File: config.mk
export PLATFORM = sky130hd
export DESIGN_NAME = gpib_status_core
export DESIGN_NICKNAME = d
export VERILOG_FILES = /design/src/shared/gpib_status_pkg.sv /design/src/core/gpib_status_core.sv
export VERILOG_INCLUDE_DIRS = /design/src /design/src/shared
export SDC_FILE = /design/constraint.sdc
export NUM_CORES = 1
export LEC_CHECK = 0
export BUFFER_PORTS_ARGS = -buffer_cell sky130_fd_sc_hd__buf_4
export CORE_UTILIZATION = 50
export CTS_BUF_LIST = sky130_fd_sc_hd__clkbuf_8
export CTS_CLUSTER_DIAMETER = 60
export CTS_CLUSTER_SIZE = 8
export DETAILED_ROUTE_END_ITERATION = 8
export GPL_TIMING_DRIVEN = 1
export PLACE_DENSITY = 0.79
export REMOVE_ABC_BUFFERS = 1
export SYNTH_ARGS = -nofsm -noshare
export SYNTH_HDL_FRONTEND = slang
export SYNTH_SLANG_ARGS = --single-unit
File: constraint.sdc
create_clock -name ref_clk_in -period 13.74 [get_ports ref_clk_in]
set_input_delay 0.687 -clock ref_clk_in [delete_from_list [all_inputs] [get_ports ref_clk_in]]
set_output_delay 0.687 -clock ref_clk_in [all_outputs]
set_load 0.03 [all_outputs]
File: src/shared/gpib_status_defines.svh
// Constants for the GPIB status reporting block: bit positions and reset values.
// Assumes inclusion by bare name from the design files only.
`ifndef GPIB_STATUS_DEFINES_SVH
`define GPIB_STATUS_DEFINES_SVH

// ----------------------------------------------------------------------------
// Status byte bit positions
// ----------------------------------------------------------------------------
`define STB_UNUSED_BIT 0
`define STB_ISB_BIT    1
`define STB_CSB_BIT    2
`define STB_HSB_BIT    3
`define STB_MAV_BIT    4
`define STB_ESB_BIT    5
`define STB_MSS_BIT    6
`define STB_ERB_BIT    7

// ----------------------------------------------------------------------------
// Group indices and reset values
// ----------------------------------------------------------------------------
`define GRP_HW         0
`define GRP_CP         1
`define GRP_IN         2
`define KIND_COND      2'h0
`define KIND_EN_WR     2'h1
`define KIND_EN_RD     2'h2
`define KIND_EVENT     2'h3
`define GRP_MASK_RST   16'h0000
`define BYTE_RST       8'h00
`define SRE_WR_MASK    8'hBF

`endif

File: src/shared/gpib_status_pkg.sv
// Types shared by the GPIB status reporting block.
// Assumes a command parser upstream that turns bus messages into these codes.
`default_nettype none

package gpib_status_pkg;

	// ------------------------------------------------------------------------
	// Command codes
	// ------------------------------------------------------------------------
	typedef enum logic [4:0] {
		no_command                 = 5'h00,
		clear_status               = 5'h01,
		std_enable_write           = 5'h02,
		std_enable_query           = 5'h03,
		std_event_query            = 5'h04,
		srq_enable_write           = 5'h05,
		srq_enable_query           = 5'h06,
		status_byte_query          = 5'h07,
		hardware_condition_query   = 5'h08,
		hardware_enable_write      = 5'h09,
		hardware_enable_query      = 5'h0A,
		hardware_event_query       = 5'h0B,
		coupling_condition_query   = 5'h0C,
		coupling_enable_write      = 5'h0D,
		coupling_enable_query      = 5'h0E,
		coupling_event_query       = 5'h0F,
		instrument_condition_query = 5'h10,
		instrument_enable_write    = 5'h11,
		instrument_enable_query    = 5'h12,
		instrument_event_query     = 5'h13
	} cmd_t;

	// ------------------------------------------------------------------------
	// Request and answer carriers
	// ------------------------------------------------------------------------
	typedef struct packed {
		cmd_t        cmd;
		logic [15:0] data;
	} cmd_req_t;

	typedef struct packed {
		logic [15:0] value;
		logic [19:0] bcd;
	} resp_t;

endpackage

`default_nettype wire

File: src/core/gpib_status_core.sv
// Status byte, event registers, enable masks and service request for a GPIB instrument.
// Assumes commands arrive pre-parsed on ref_clk_in; condition inputs may be asynchronous.
//
// Behaviour
// - Bit 6 of the service request mask ignores writes and reads zero.
// - Error queue summary is true exactly while the error queue is non-empty.
// - Message available is true exactly while the output queue holds unread bytes.
// - Hardware, coupling, instrument summaries each reflect their own masked event register.
// - SRQ line is asserted whenever request-for-service is set.
// - Request-for-service sets only on a new reason for service.
// - Request-for-service clears when master summary falls or on serial poll.
// - Clear-status clears all event registers and empties the error queue.
// - Standard event enable mask is writable and reads back its stored value.
// - Standard event status query returns the standard event register.
// - Service request enable mask is writable and reads back its stored value.
// - Status byte query returns the status byte with master summary in bit 6.
// - Coupling group: condition and event readable, enable mask writable and readable.
// - Hardware group: condition and event readable, enable mask writable and readable.
// - Instrument group: condition and event readable, enable mask writable and readable.
// - Condition queries return the live condition value of each group.
// - Every query answer is an unsigned decimal integer.
// - Master summary is true when status byte AND enable mask is non-zero.
// - Event bits stay set until their register is read or status cleared.
// - Clear-status leaves enable masks alone; power-on zeroes every enable mask.
// - Bit 7 error summary, bits 1 to 3 group summaries, bit 0 unused.
`include "gpib_status_defines.svh"
`timescale 1ns/1ps
`default_nettype none

module gpib_status_core #(
	parameter int          GRP_W         = 16,
	parameter logic [47:0] POS_EDGE_MASK = 48'hFFFF_FFFF_FFFF
) (
	// Clock, reset, enable
	input  wire logic                      ref_clk_in,
	input  wire logic                      rstn_in,
	input  wire logic                      ce_in,
	// Condition pins, asynchronous
	input  wire logic [15:0]               hw_cond_in,
	input  wire logic [15:0]               cpl_cond_in,
	input  wire logic [15:0]               ins_cond_in,
	// Same-clock event and queue state
	input  wire logic [7:0]                std_event_set_in,
	input  wire logic                      err_queue_nonempty_in,
	input  wire logic                      out_queue_nonempty_in,
	// Command port
	input  wire logic                      cmd_valid_in,
	input  wire gpib_status_pkg::cmd_req_t cmd_in,
	input  wire logic                      serial_poll_in,
	// Answers
	output logic                           resp_valid_out,
	output gpib_status_pkg::resp_t         resp_out,
	output logic                           poll_valid_out,
	output logic [7:0]                     poll_byte_out,
	// Status and side effects
	output logic                           srq_out,
	output logic [7:0]                     status_byte_out,
	output logic                           err_queue_flush_out
);

	// ------------------------------------------------------------------------
	// Elaboration checks
	// ------------------------------------------------------------------------
	if (GRP_W < 1 || GRP_W > 16) begin : g_bad_width
		$error("GRP_W must lie between 1 and 16");
	end

	// ------------------------------------------------------------------------
	// Decode functions
	// ------------------------------------------------------------------------
	function automatic logic [4:0] grp_offset(input gpib_status_pkg::cmd_t c);
		return 5'(c - gpib_status_pkg::hardware_condition_query);
	endfunction

	function automatic logic is_grp_cmd(input gpib_status_pkg::cmd_t c);
		return c >= gpib_status_pkg::hardware_condition_query &&
		       c <= gpib_status_pkg::instrument_event_query;
	endfunction

	function automatic logic grp_hit(input gpib_status_pkg::cmd_t c, input int g,
	                                 input logic [1:0] k);
		return is_grp_cmd(c) && grp_offset(c) == 5'(g * 4 + int'(k));
	endfunction

	function automatic logic is_query(input gpib_status_pkg::cmd_t c);
		logic [4:0] o;
		o = grp_offset(c);
		return (is_grp_cmd(c) && o[1:0] != `KIND_EN_WR) ||
		       c == gpib_status_pkg::std_enable_query ||
		       c == gpib_status_pkg::std_event_query ||
		       c == gpib_status_pkg::srq_enable_query ||
		       c == gpib_status_pkg::status_byte_query;
	endfunction

	// Shift-and-add conversion; a 16-bit value needs five digits at most
	function automatic logic [19:0] to_bcd(input logic [15:0] v);
		logic [35:0] s;
		s = {20'h00000, v};
		for (int i = 0; i < 16; i++) begin
			for (int d = 0; d < 5; d++) begin
				if (s[16 + 4 * d +: 4] > 4'h4) begin
					s[16 + 4 * d +: 4] = s[16 + 4 * d +: 4] + 4'h3;
				end
			end
			s = s << 1;
		end
		return s[35:16];
	endfunction

	// ------------------------------------------------------------------------
	// State
	// ------------------------------------------------------------------------
	logic [2:0][15:0] cond_meta_reg;
	logic [2:0][15:0] cond_sync_reg;
	logic [2:0][15:0] cond_prev_reg;
	logic [2:0][15:0] event_reg;
	logic [2:0][15:0] event_next;
	logic [2:0][15:0] enable_reg;
	logic [2:0][15:0] enable_next;
	logic [2:0]       grp_summary;
	logic [7:0]       std_event_reg;
	logic [7:0]       std_event_next;
	logic [7:0]       ese_reg;
	logic [7:0]       ese_next;
	logic [7:0]       sre_reg;
	logic [7:0]       sre_next;
	logic [7:0]       reason_prev_reg;
	logic             rqs_reg;
	logic             rqs_next;
	logic             resp_valid_reg;
	gpib_status_pkg::resp_t resp_reg;
	logic             poll_valid_reg;
	logic [7:0]       poll_byte_reg;
	logic [7:0]       stb_reg;
	logic             flush_reg;

	// ------------------------------------------------------------------------
	// Command decode
	// ------------------------------------------------------------------------
	wire              cmd_hit   = cmd_valid_in;
	wire gpib_status_pkg::cmd_t cmd = cmd_in.cmd;
	wire              cls_hit   = cmd_hit && cmd == gpib_status_pkg::clear_status;
	wire              poll_hit  = serial_poll_in;
	wire [2:0][15:0]  cond_raw  = {ins_cond_in, cpl_cond_in, hw_cond_in};
	wire [15:0]       grp_keep  = 16'((17'h00001 << GRP_W) - 17'h00001);

	// ------------------------------------------------------------------------
	// Event groups
	// ------------------------------------------------------------------------
	// Edge polarity per bit is fixed at build time; software cannot retune it
	for (genvar g = 0; g < 3; g++) begin : g_grp
		wire [15:0] pos  = POS_EDGE_MASK[16 * g +: 16];
		wire [15:0] rise = cond_sync_reg[g] & ~cond_prev_reg[g];
		wire [15:0] fall = ~cond_sync_reg[g] & cond_prev_reg[g];
		wire [15:0] set  = ((rise & pos) | (fall & ~pos)) & grp_keep;
		wire        clr  = cls_hit || (cmd_hit && grp_hit(cmd, g, `KIND_EVENT));
		wire        wr   = cmd_hit && grp_hit(cmd, g, `KIND_EN_WR);
		// Set wins over a read or clear-status in the same cycle
		assign event_next[g]  = set | (event_reg[g] & {16{~clr}});
		assign enable_next[g] = wr ? (cmd_in.data & grp_keep) : enable_reg[g];
		assign grp_summary[g] = |(event_reg[g] & enable_reg[g]);
	end

	// ------------------------------------------------------------------------
	// Standard event, masks and status byte
	// ------------------------------------------------------------------------
	wire        ese_wr = cmd_hit && cmd == gpib_status_pkg::std_enable_write;
	wire        sre_wr = cmd_hit && cmd == gpib_status_pkg::srq_enable_write;
	wire        esr_rd = cmd_hit && cmd == gpib_status_pkg::std_event_query;
	wire [7:0]  stb_base;
	wire        mss;
	wire [7:0]  stb_query;
	wire [7:0]  reason;
	wire        new_reason;
	logic [15:0] rd_value;

	assign std_event_next = std_event_set_in | (std_event_reg & {8{~(cls_hit || esr_rd)}});
	assign ese_next       = ese_wr ? cmd_in.data[7:0] : ese_reg;
	assign sre_next       = sre_wr ? (cmd_in.data[7:0] & `SRE_WR_MASK) : sre_reg;

	assign stb_base[`STB_UNUSED_BIT] = 1'b0;
	assign stb_base[`STB_ISB_BIT]    = grp_summary[`GRP_IN];
	assign stb_base[`STB_CSB_BIT]    = grp_summary[`GRP_CP];
	assign stb_base[`STB_HSB_BIT]    = grp_summary[`GRP_HW];
	assign stb_base[`STB_MAV_BIT]    = out_queue_nonempty_in;
	assign stb_base[`STB_ESB_BIT]    = |(std_event_reg & ese_reg);
	assign stb_base[`STB_MSS_BIT]    = 1'b0;
	assign stb_base[`STB_ERB_BIT]    = err_queue_nonempty_in;

	assign mss        = |(stb_base & sre_reg);
	assign stb_query  = stb_base | ({7'h00, mss} << `STB_MSS_BIT);
	assign reason     = stb_base & sre_reg;
	// Only bits that newly join the reason count, so a steady cause polled once stays quiet
	assign new_reason = |(reason & ~reason_prev_reg);
	assign rqs_next   = new_reason ? 1'b1 : ((!mss || poll_hit) ? 1'b0 : rqs_reg);

	// ------------------------------------------------------------------------
	// Query answer selection
	// ------------------------------------------------------------------------
	function automatic logic [15:0] read_mux(input gpib_status_pkg::cmd_t c);
		logic [4:0] o;
		logic [1:0] k;
		int         g;
		o = grp_offset(c);
		k = o[1:0];
		g = int'(o[4:2]);
		if (is_grp_cmd(c)) begin
			case (k)
				`KIND_COND:  return cond_sync_reg[g] & grp_keep;
				`KIND_EVENT: return event_reg[g];
				default:     return enable_reg[g];
			endcase
		end
		case (c)
			gpib_status_pkg::std_enable_query:  return {8'h00, ese_reg};
			gpib_status_pkg::std_event_query:   return {8'h00, std_event_reg};
			gpib_status_pkg::srq_enable_query:  return {8'h00, sre_reg};
			gpib_status_pkg::status_byte_query: return {8'h00, stb_query};
			default:                            return 16'h0000;
		endcase
	endfunction

	// Procedural so a change in any register the mux reads re-evaluates it
	always_comb begin
		rd_value = read_mux(cmd);
	end

	// ------------------------------------------------------------------------
	// Registers
	// ------------------------------------------------------------------------
	// Reset acts even with ce_in low so power-on always zeroes the masks
	always_ff @(posedge ref_clk_in) begin
		if (!rstn_in) begin
			cond_meta_reg   <= '0;
			cond_sync_reg   <= '0;
			cond_prev_reg   <= '0;
			event_reg       <= '0;
			enable_reg      <= {3{`GRP_MASK_RST}};
			std_event_reg   <= `BYTE_RST;
			ese_reg         <= `BYTE_RST;
			sre_reg         <= `BYTE_RST;
			reason_prev_reg <= `BYTE_RST;
			rqs_reg         <= 1'b0;
		end else if (ce_in) begin
			cond_meta_reg   <= cond_raw;
			cond_sync_reg   <= cond_meta_reg;
			cond_prev_reg   <= cond_sync_reg;
			event_reg       <= event_next;
			enable_reg      <= enable_next;
			std_event_reg   <= std_event_next;
			ese_reg         <= ese_next;
			sre_reg         <= sre_next;
			reason_prev_reg <= reason;
			rqs_reg         <= rqs_next;
		end
	end

	always_ff @(posedge ref_clk_in) begin
		if (!rstn_in) begin
			resp_valid_reg <= 1'b0;
			resp_reg       <= '0;
			poll_valid_reg <= 1'b0;
			poll_byte_reg  <= `BYTE_RST;
			stb_reg        <= `BYTE_RST;
			flush_reg      <= 1'b0;
		end else if (ce_in) begin
			resp_valid_reg <= cmd_hit && is_query(cmd);
			resp_reg       <= cmd_hit ? {rd_value, to_bcd(rd_value)} : resp_reg;
			poll_valid_reg <= poll_hit;
			poll_byte_reg  <= poll_hit ? (stb_base | ({7'h00, rqs_reg} << `STB_MSS_BIT)) : poll_byte_reg;
			stb_reg        <= stb_query;
			flush_reg      <= cls_hit;
		end
	end

	assign resp_valid_out      = resp_valid_reg;
	assign resp_out            = resp_reg;
	assign poll_valid_out      = poll_valid_reg;
	assign poll_byte_out       = poll_byte_reg;
	assign srq_out             = rqs_reg;
	assign status_byte_out     = stb_reg;
	assign err_queue_flush_out = flush_reg;
endmodule

`default_nettype wire

**Word level (Yosys, flattened, before mapping)**

Cells that the tools add are included.

- Register bits after elaboration: 327
- Bits of input ports: 84
- Output and inout port bits: 56
- Logic and storage cells: 463

- $add $sub $neg: 69
- $lt $le $gt $ge: 71
- Equality and inequality tests: 15
- Mux-type cells: 209
- Bitwise logic cells: 27
- Reductions and logical operators: 45

Operators by type and width:

| cell | count |
|---|---|
| 4-bit two-way mux | 161 |
| 4-bit by 3-bit > comparator with 1-bit output (second input constant) | 67 |
| 4-bit by 2-bit adder with 4-bit output (second input constant) | 55 |
| 16-bit bitwise AND | 9 |
| 3-bit two-way mux | 35 |
| 16-bit binary-select mux with 2-bit select | 3 |
| 16-bit two-way mux | 5 |
| 16-bit NOT | 3 |
| 16-bit bitwise OR | 3 |
| 16-bit OR reduction | 3 |
| 3-bit by 2-bit adder with 3-bit output (second input constant) | 12 |
| 8-bit bitwise AND | 4 |
| 16-bit case mux with 2 select lines | 1 |
| 8-bit case mux with 4 select lines | 1 |
| 5-bit by 3-bit == test with 1-bit output (second input constant) | 6 |
| 8-bit OR reduction | 3 |
| 1-bit logical AND | 19 |
| 8-bit by 7-bit bitwise OR with 8-bit output | 2 |
| 2-bit AND reduction | 8 |
| 5-bit by 2-bit == test with 1-bit output (second input constant) | 3 |
| 5-bit by 1-bit == test with 1-bit output (second input constant) | 2 |
| 5-bit by 4-bit == test with 1-bit output (second input constant) | 2 |
| 1-bit logical OR | 9 |
| 8-bit NOT | 1 |
| other kinds (14) | 19 |

**Longest topological paths before layout**

- Depth after elaboration: 65
- Gate-level depth with buffers: 82
- Mapped depth without buffers: 71

**Worst setup path before layout**

Ideal clock, no wire load.

- Kind: input to register
- Start point: in cmd_in[19] (netlist bit)
- End point: reg resp_reg, in the netlist resp_out[10]
- Setup time: 0.070 ns
- Arrival time: 14.818 ns
- Data required time: 13.670 ns
- Setup slack: -1.147 ns
- Stages on the path: 75
- Path buffers: 12
- Cells stage by stage: buf_4 > buf_6 > buf_2 > buf_1 > buf_1 > buf_1 > mux2i_1 > o21ai_0 > a221oi_1 > nor3_1 > ha_1 > clkbuf_1 > o21ai_1 > nand2_1 > inv_2 > ha_1 > clkbuf_1 > a2111o_1 > [... 39 more ...] > ha_1 > inv_1 > a41oi_1 > xnor2_1 > ha_1 > nor2_1 > or3_1 > o311a_1 > mux2i_1 > o21ai_0 > a21oi_1 > ha_1 > buf_1 > nor2_1 > or3_1 > o211ai_1 > mux2_1 > a21oi_1

- Word-level cells in the longest chain between the ends: 64
- Elaborated cells between the ends (all ways): 202
- Classes of those cells: add/sub (38); order compare (39); eq/ne (4); mux (120); reduce/logical (1)

Ends and longest elaborated chain:

| what | line | RTL |
|---|---|---|
| start, declared | gpib_status_core.sv:48 | `input wire gpib_status_pkg::cmd_req_t cmd_in,` |
| 5-bit by 4-bit subtractor with 5-bit output | n/a |  |
| 16-bit binary-select mux with 2-bit select (on tied branches) | gpib_status_core.sv:211, gpib_status_core.sv:209, gpib_status_core.sv:210 |  |
| 16-bit two-way mux (on tied branches) | gpib_status_core.sv:211, gpib_status_core.sv:209, gpib_status_core.sv:210 |  |
| 16-bit case mux with 2 select lines | gpib_status_core.sv:208 | `case (k)` |
| 16-bit two-way mux | gpib_status_core.sv:207 | `if (is_grp_cmd(c)) begin` |
| 16-bit two-way mux (*) | gpib_status_core.sv:214 | `case (c)` |
| net rd_value[15] | gpib_status_core.sv:175 | `logic [15:0] rd_value;` |
| 1-bit by 3-bit > comparator with 1-bit output or 1-bit by 2-bit adder with 3-bit output (tied branches) | gpib_status_core.sv:101, gpib_status_core.sv:102 |  |
| [... 49 more ...] | n/a |  |
| 4-bit two-way mux | gpib_status_core.sv:266 | `end else if (ce_in) begin` |
| 4-bit two-way mux | gpib_status_core.sv:259 | `if (!rstn_in) begin` |
| 4-bit by 2-bit adder with 4-bit output or 4-bit by 3-bit > comparator with 1-bit output (tied branches) | gpib_status_core.sv:102, gpib_status_core.sv:101 |  |
| 4-bit two-way mux | gpib_status_core.sv:101 | `if (s[16 + 4 * d +: 4] > 4'h4) begin` |
| 4-bit two-way mux | gpib_status_core.sv:266 |  |
| 4-bit two-way mux | gpib_status_core.sv:259 |  |
| 4-bit by 2-bit adder with 4-bit output or 4-bit by 3-bit > comparator with 1-bit output (tied branches) | gpib_status_core.sv:102, gpib_status_core.sv:101 |  |
| 4-bit two-way mux (*) | gpib_status_core.sv:101 |  |
| end signal, assigned | gpib_status_core.sv:268 | `resp_reg <= cmd_hit ? {rd_value, to_bcd(rd_value)} : resp_reg;` |
| end, declared | gpib_status_core.sv:131 | `gpib_status_pkg::resp_t resp_reg;` |

The timed path passes the listed nets; every way through them passes the cells marked *. The select of a mux whose other input is x is not followed.
A chain may end at the register's enable or synchronous reset.

**Final worst setup path**

- Start point: in cmd_in[19] (netlist bit)
- End point: reg resp_reg, in the netlist resp_out[6]

- Word-level cells in the longest chain between the ends: 64
- Elaborated cells between the ends (all ways): 152
- Classes of those cells: add/sub (28); order compare (29); eq/ne (4); mux (90); reduce/logical (1)

Ends and longest elaborated chain:

| what | line |
|---|---|
| 5-bit by 4-bit subtractor with 5-bit output | n/a |
| 16-bit binary-select mux with 2-bit select (on tied branches) | gpib_status_core.sv:211, gpib_status_core.sv:209, gpib_status_core.sv:210 |
| 16-bit two-way mux (on tied branches) | gpib_status_core.sv:211, gpib_status_core.sv:209, gpib_status_core.sv:210 |
| 16-bit case mux with 2 select lines | gpib_status_core.sv:208 |
| 16-bit two-way mux | gpib_status_core.sv:207 |
| 16-bit two-way mux (*) | gpib_status_core.sv:214 |
| net rd_value[15] | gpib_status_core.sv:175 |
| 1-bit by 3-bit > comparator with 1-bit output or 1-bit by 2-bit adder with 3-bit output (tied branches) | gpib_status_core.sv:101, gpib_status_core.sv:102 |
| [... 49 more ...] | n/a |
| 4-bit two-way mux | gpib_status_core.sv:266 |
| 4-bit two-way mux | gpib_status_core.sv:259 |
| 4-bit by 2-bit adder with 4-bit output or 4-bit by 3-bit > comparator with 1-bit output (tied branches) | gpib_status_core.sv:102, gpib_status_core.sv:101 |
| 4-bit two-way mux | gpib_status_core.sv:101 |
| 4-bit two-way mux | gpib_status_core.sv:266 |
| 4-bit two-way mux | gpib_status_core.sv:259 |
| 4-bit by 2-bit adder with 4-bit output or 4-bit by 3-bit > comparator with 1-bit output (tied branches) | gpib_status_core.sv:102, gpib_status_core.sv:101 |
| 4-bit two-way mux (*) | gpib_status_core.sv:101 |

Marks and branches as above.

==> summary.txt <==
Status
  – Status: finished, violations left
  – Failing checks: DRC

Worst setup path
  – CP delay by family, top: compound AO/OA/AOI/OAI gates
  – Reg2reg path depth: 65
  – Crit-path max cell delay: 410 ps
  – R2R Setup Slk: 920 ps
  – Slowest cell on the critical path: a2111o_1
  – Critical path endpoint category: flop
  – CP startpoint kind: input pin
  – Crit path required time: 14250 ps
  – Reg-to-Reg End: resp_out[6]
  – WP data arrival: 13350 ps
  – CP Class: in2reg
  – Reg2reg start: enable_reg[30]
  – Worst path most repeated cell: ha_1
  – WP buf/inv: 10
  – Critical path peak fanout: 11

STA
  – Max Clock Skew: 54.6 ps
  – Fin. max-slew vios: 0
  – Final Hold Viols: 0
  – Crit share post-route: 93.5%
  – Final setup viols: 0
  – Crit path time final: 12850 ps
  – Worst Max-Slew Pin Slew: 1250 ps
  – Relative slew slack: 16.7%
  – Fmax: 77.9 MHz

Job
  – Max_cap viols: 0

Route
  – Routed vias/inst: 6.05
  – Routed len/inst: 18.3 um
  – Antenna-violating nets left: 0
  – Final Routed Wirelength: 52.2 mm
  – Drt initial violations: 1677
  – Post-route DRC: 1
  – Via count: 17200
  – Pre-Repair DR Iteration Count: 9

CTS
  – H-tree levels: 2
  – Latest clock arrival within the worst-skew pair: 650 ps
  – CTS tree: done
  – Reg clk slew, reported paths: 60 ps
  – Clock Sinks: 322
  – Max clock buf depth: 3
  – Cts bufs inserted: 47
  – CTS root buffer: clkbuf_8

Placement
  – RePlAce Congestion: 0.936
  – DP Wirelength: 37.0 mm
  – Port Buf Inserts: 137
  – Inst Count DP: 2796

Hold path
  – Worst hold path stage count: 3
  – WHS Endpoint: cond_meta_reg[42]
  – Worst hold start: ins_cond_in[10]
  – Hold Path Class: in2reg

Synth
  – Cell Area, Synth: 0.0181 sq mm
  – Yosys top cell by area: dfxtp_1
  – Asr flop ratio synth: 0%
  – Avg Cell Area, Syn: 7.99 sq um
  – Share of the synthesized area in the top cell type: 35.7%
  – Ys Warns: 0
  – Post-synth EDFFs: 0
  – Seq/Total Area, Yosys: 35.7%
  – Distinct cell type count after synthesis: 104
  – Synth area leaders: dfxtp_1 (36%), mux2i_1 (10%), nor2_1 (6.9%)
  – Top FF cell, synth: dfxtp_1
  – FF+latch count, synth: 322
  – Mapped Cells: 2261

Floorplanning
  – Std-Cell Rows: 69
  – Starting Density: 50.8%
  – I/O pins: 140
  – Die area: 0.0369 sq mm
  – Die X-Extent: 192 um
  – Die height: 192 um
  – Core Footprint: 0.0356 sq mm

Final layout
  – Layout net count: 2516
  – Most frequent cells in the layout: nor2_1 (333), dfxtp_1 (322), nand2_1 (267), a21oi_1 (235), buf_4 (210)
  – Layout cells sized above 1: 15.0%
  – Most common cell after layout, fill and taps aside: nor2_1
  – Non-Filler Instances: 2852
  – Antenna cells: 0
  – Area growth, synth to finish: 13.9%

Global route
  – Total Routing Usage GR: 27.9%
  – Vias in the first global route: 15900
  – First-pass GRT wire length: 82.7 mm
  – Antenna violations before repair: 0
  – Grt total ovfl: 0
  – Largest net degree at the start of global routing: 115
[layer usage]
layer	wire length, um	vias up	global-route usage (%)
met4	2210	0	13.2
met3	3600	139	4.02
met5	0	-	0
met1	22200	8074	36.3
met2	24200	719	45.2
li1	-	8315	-
[worst max path at each step]
| stage | start | to | slack, ps | cells past startpoint |
|---|---|---|---|---|
| floorplan | cmd_in[16] | resp_out[6] | -190 | 66 |
| global placement | cmd_in[18] | resp_out[6] | 330 | 66 |
| detailed placement | cmd_in[19] | resp_out[10] | -300 | 64 |
| CTS | cmd_in[19] | resp_out[6] | 280 | 69 |
| global route | cmd_in[19] | resp_out[6] | -140 | 70 |
| finish | cmd_in[19] | resp_out[6] | 890 | 66 |
[synth_stat cells (12+ instances only)]
master    instances
mux2_2           22
inv_1            48
dfxtp_1         322
o21ai_0          60
o21ai_1          18
mux2i_1         189
nand4_1          13
xnor2_1          24
o31ai_1          12
o21a_1           13
nand2_1         267
nand3_1          39
a211oi_1         37
a21oi_1         238
ha_1             47
nor3_1           42
o211ai_1         17
nor2_1          333
a31oi_1          19
or3_1            13
and2_1           14
a221oi_1         24
a22oi_1          49
nand2b_1         60
clkbuf_1        106
buf_1            15
nor4_1           13
[cell families after synthesis]
logic type	after synthesis	synth area share, %
xor gates and xnor gates	32	1.55
and+or+nand+nor	852	21.2
adders and majority gates	47	3.25
DFF	322	35.7
AOI/OAI and AO/OA	597	21.7
muxes	218	12.3
other	1	0.0207
buffers and inverters	192	4.24
[through the flow]
stage	utilization (%)	hold slack (ps)	TNS [ps]	area, sq um	worst slack (ps)
6_report	57.9	295	0	20600	895
5_1_grt	57.9	300	-397	20600	-137
2_1_floorplan	-	445	-386	17500	-188
3_3_place_gp	55.5	443	0	19700	330
3_5_place_dp	55.5	450	-1310	19700	-304
4_1_cts	57.5	263	0	20500	278
[layout make-up]
cell class,count,area [sq um]
clock inverter,7,75.1
clock buffer,48,661
inverter,54,210
fill,3206,15000
sequential,322,6450
multi-input combinational,1748,11000
tap,461,577
timing repair buffer,212,1600
[repair_timing]
| action | CTS | global route |
|---|---|---|
| resized for setup | 0 | 25 |
| endpoints found under the setup margin | 0 | 13 |
| hold buffers | 0 | 0 |
| buffers inserted | 0 | 1 |
[worst reg2reg max path: cells and delay by family (launching register included)]
| kind | cells | cell delay [ps] |
|---|---|---|
| AO/OA/AOI/OAI | 20 | 4190 |
| AND/OR/NAND/NOR | 14 | 2450 |
| flip-flops | 1 | 330 |
| XOR/XNOR | 8 | 1470 |
| adder cells (fa/ha/maj) | 12 | 3020 |
| multiplexers | 1 | 310 |
| buffers and inverters | 10 | 900 |
Power is not shown: default switching activity piles up to over one toggle a cycle in this logic, so the estimate is an artifact.
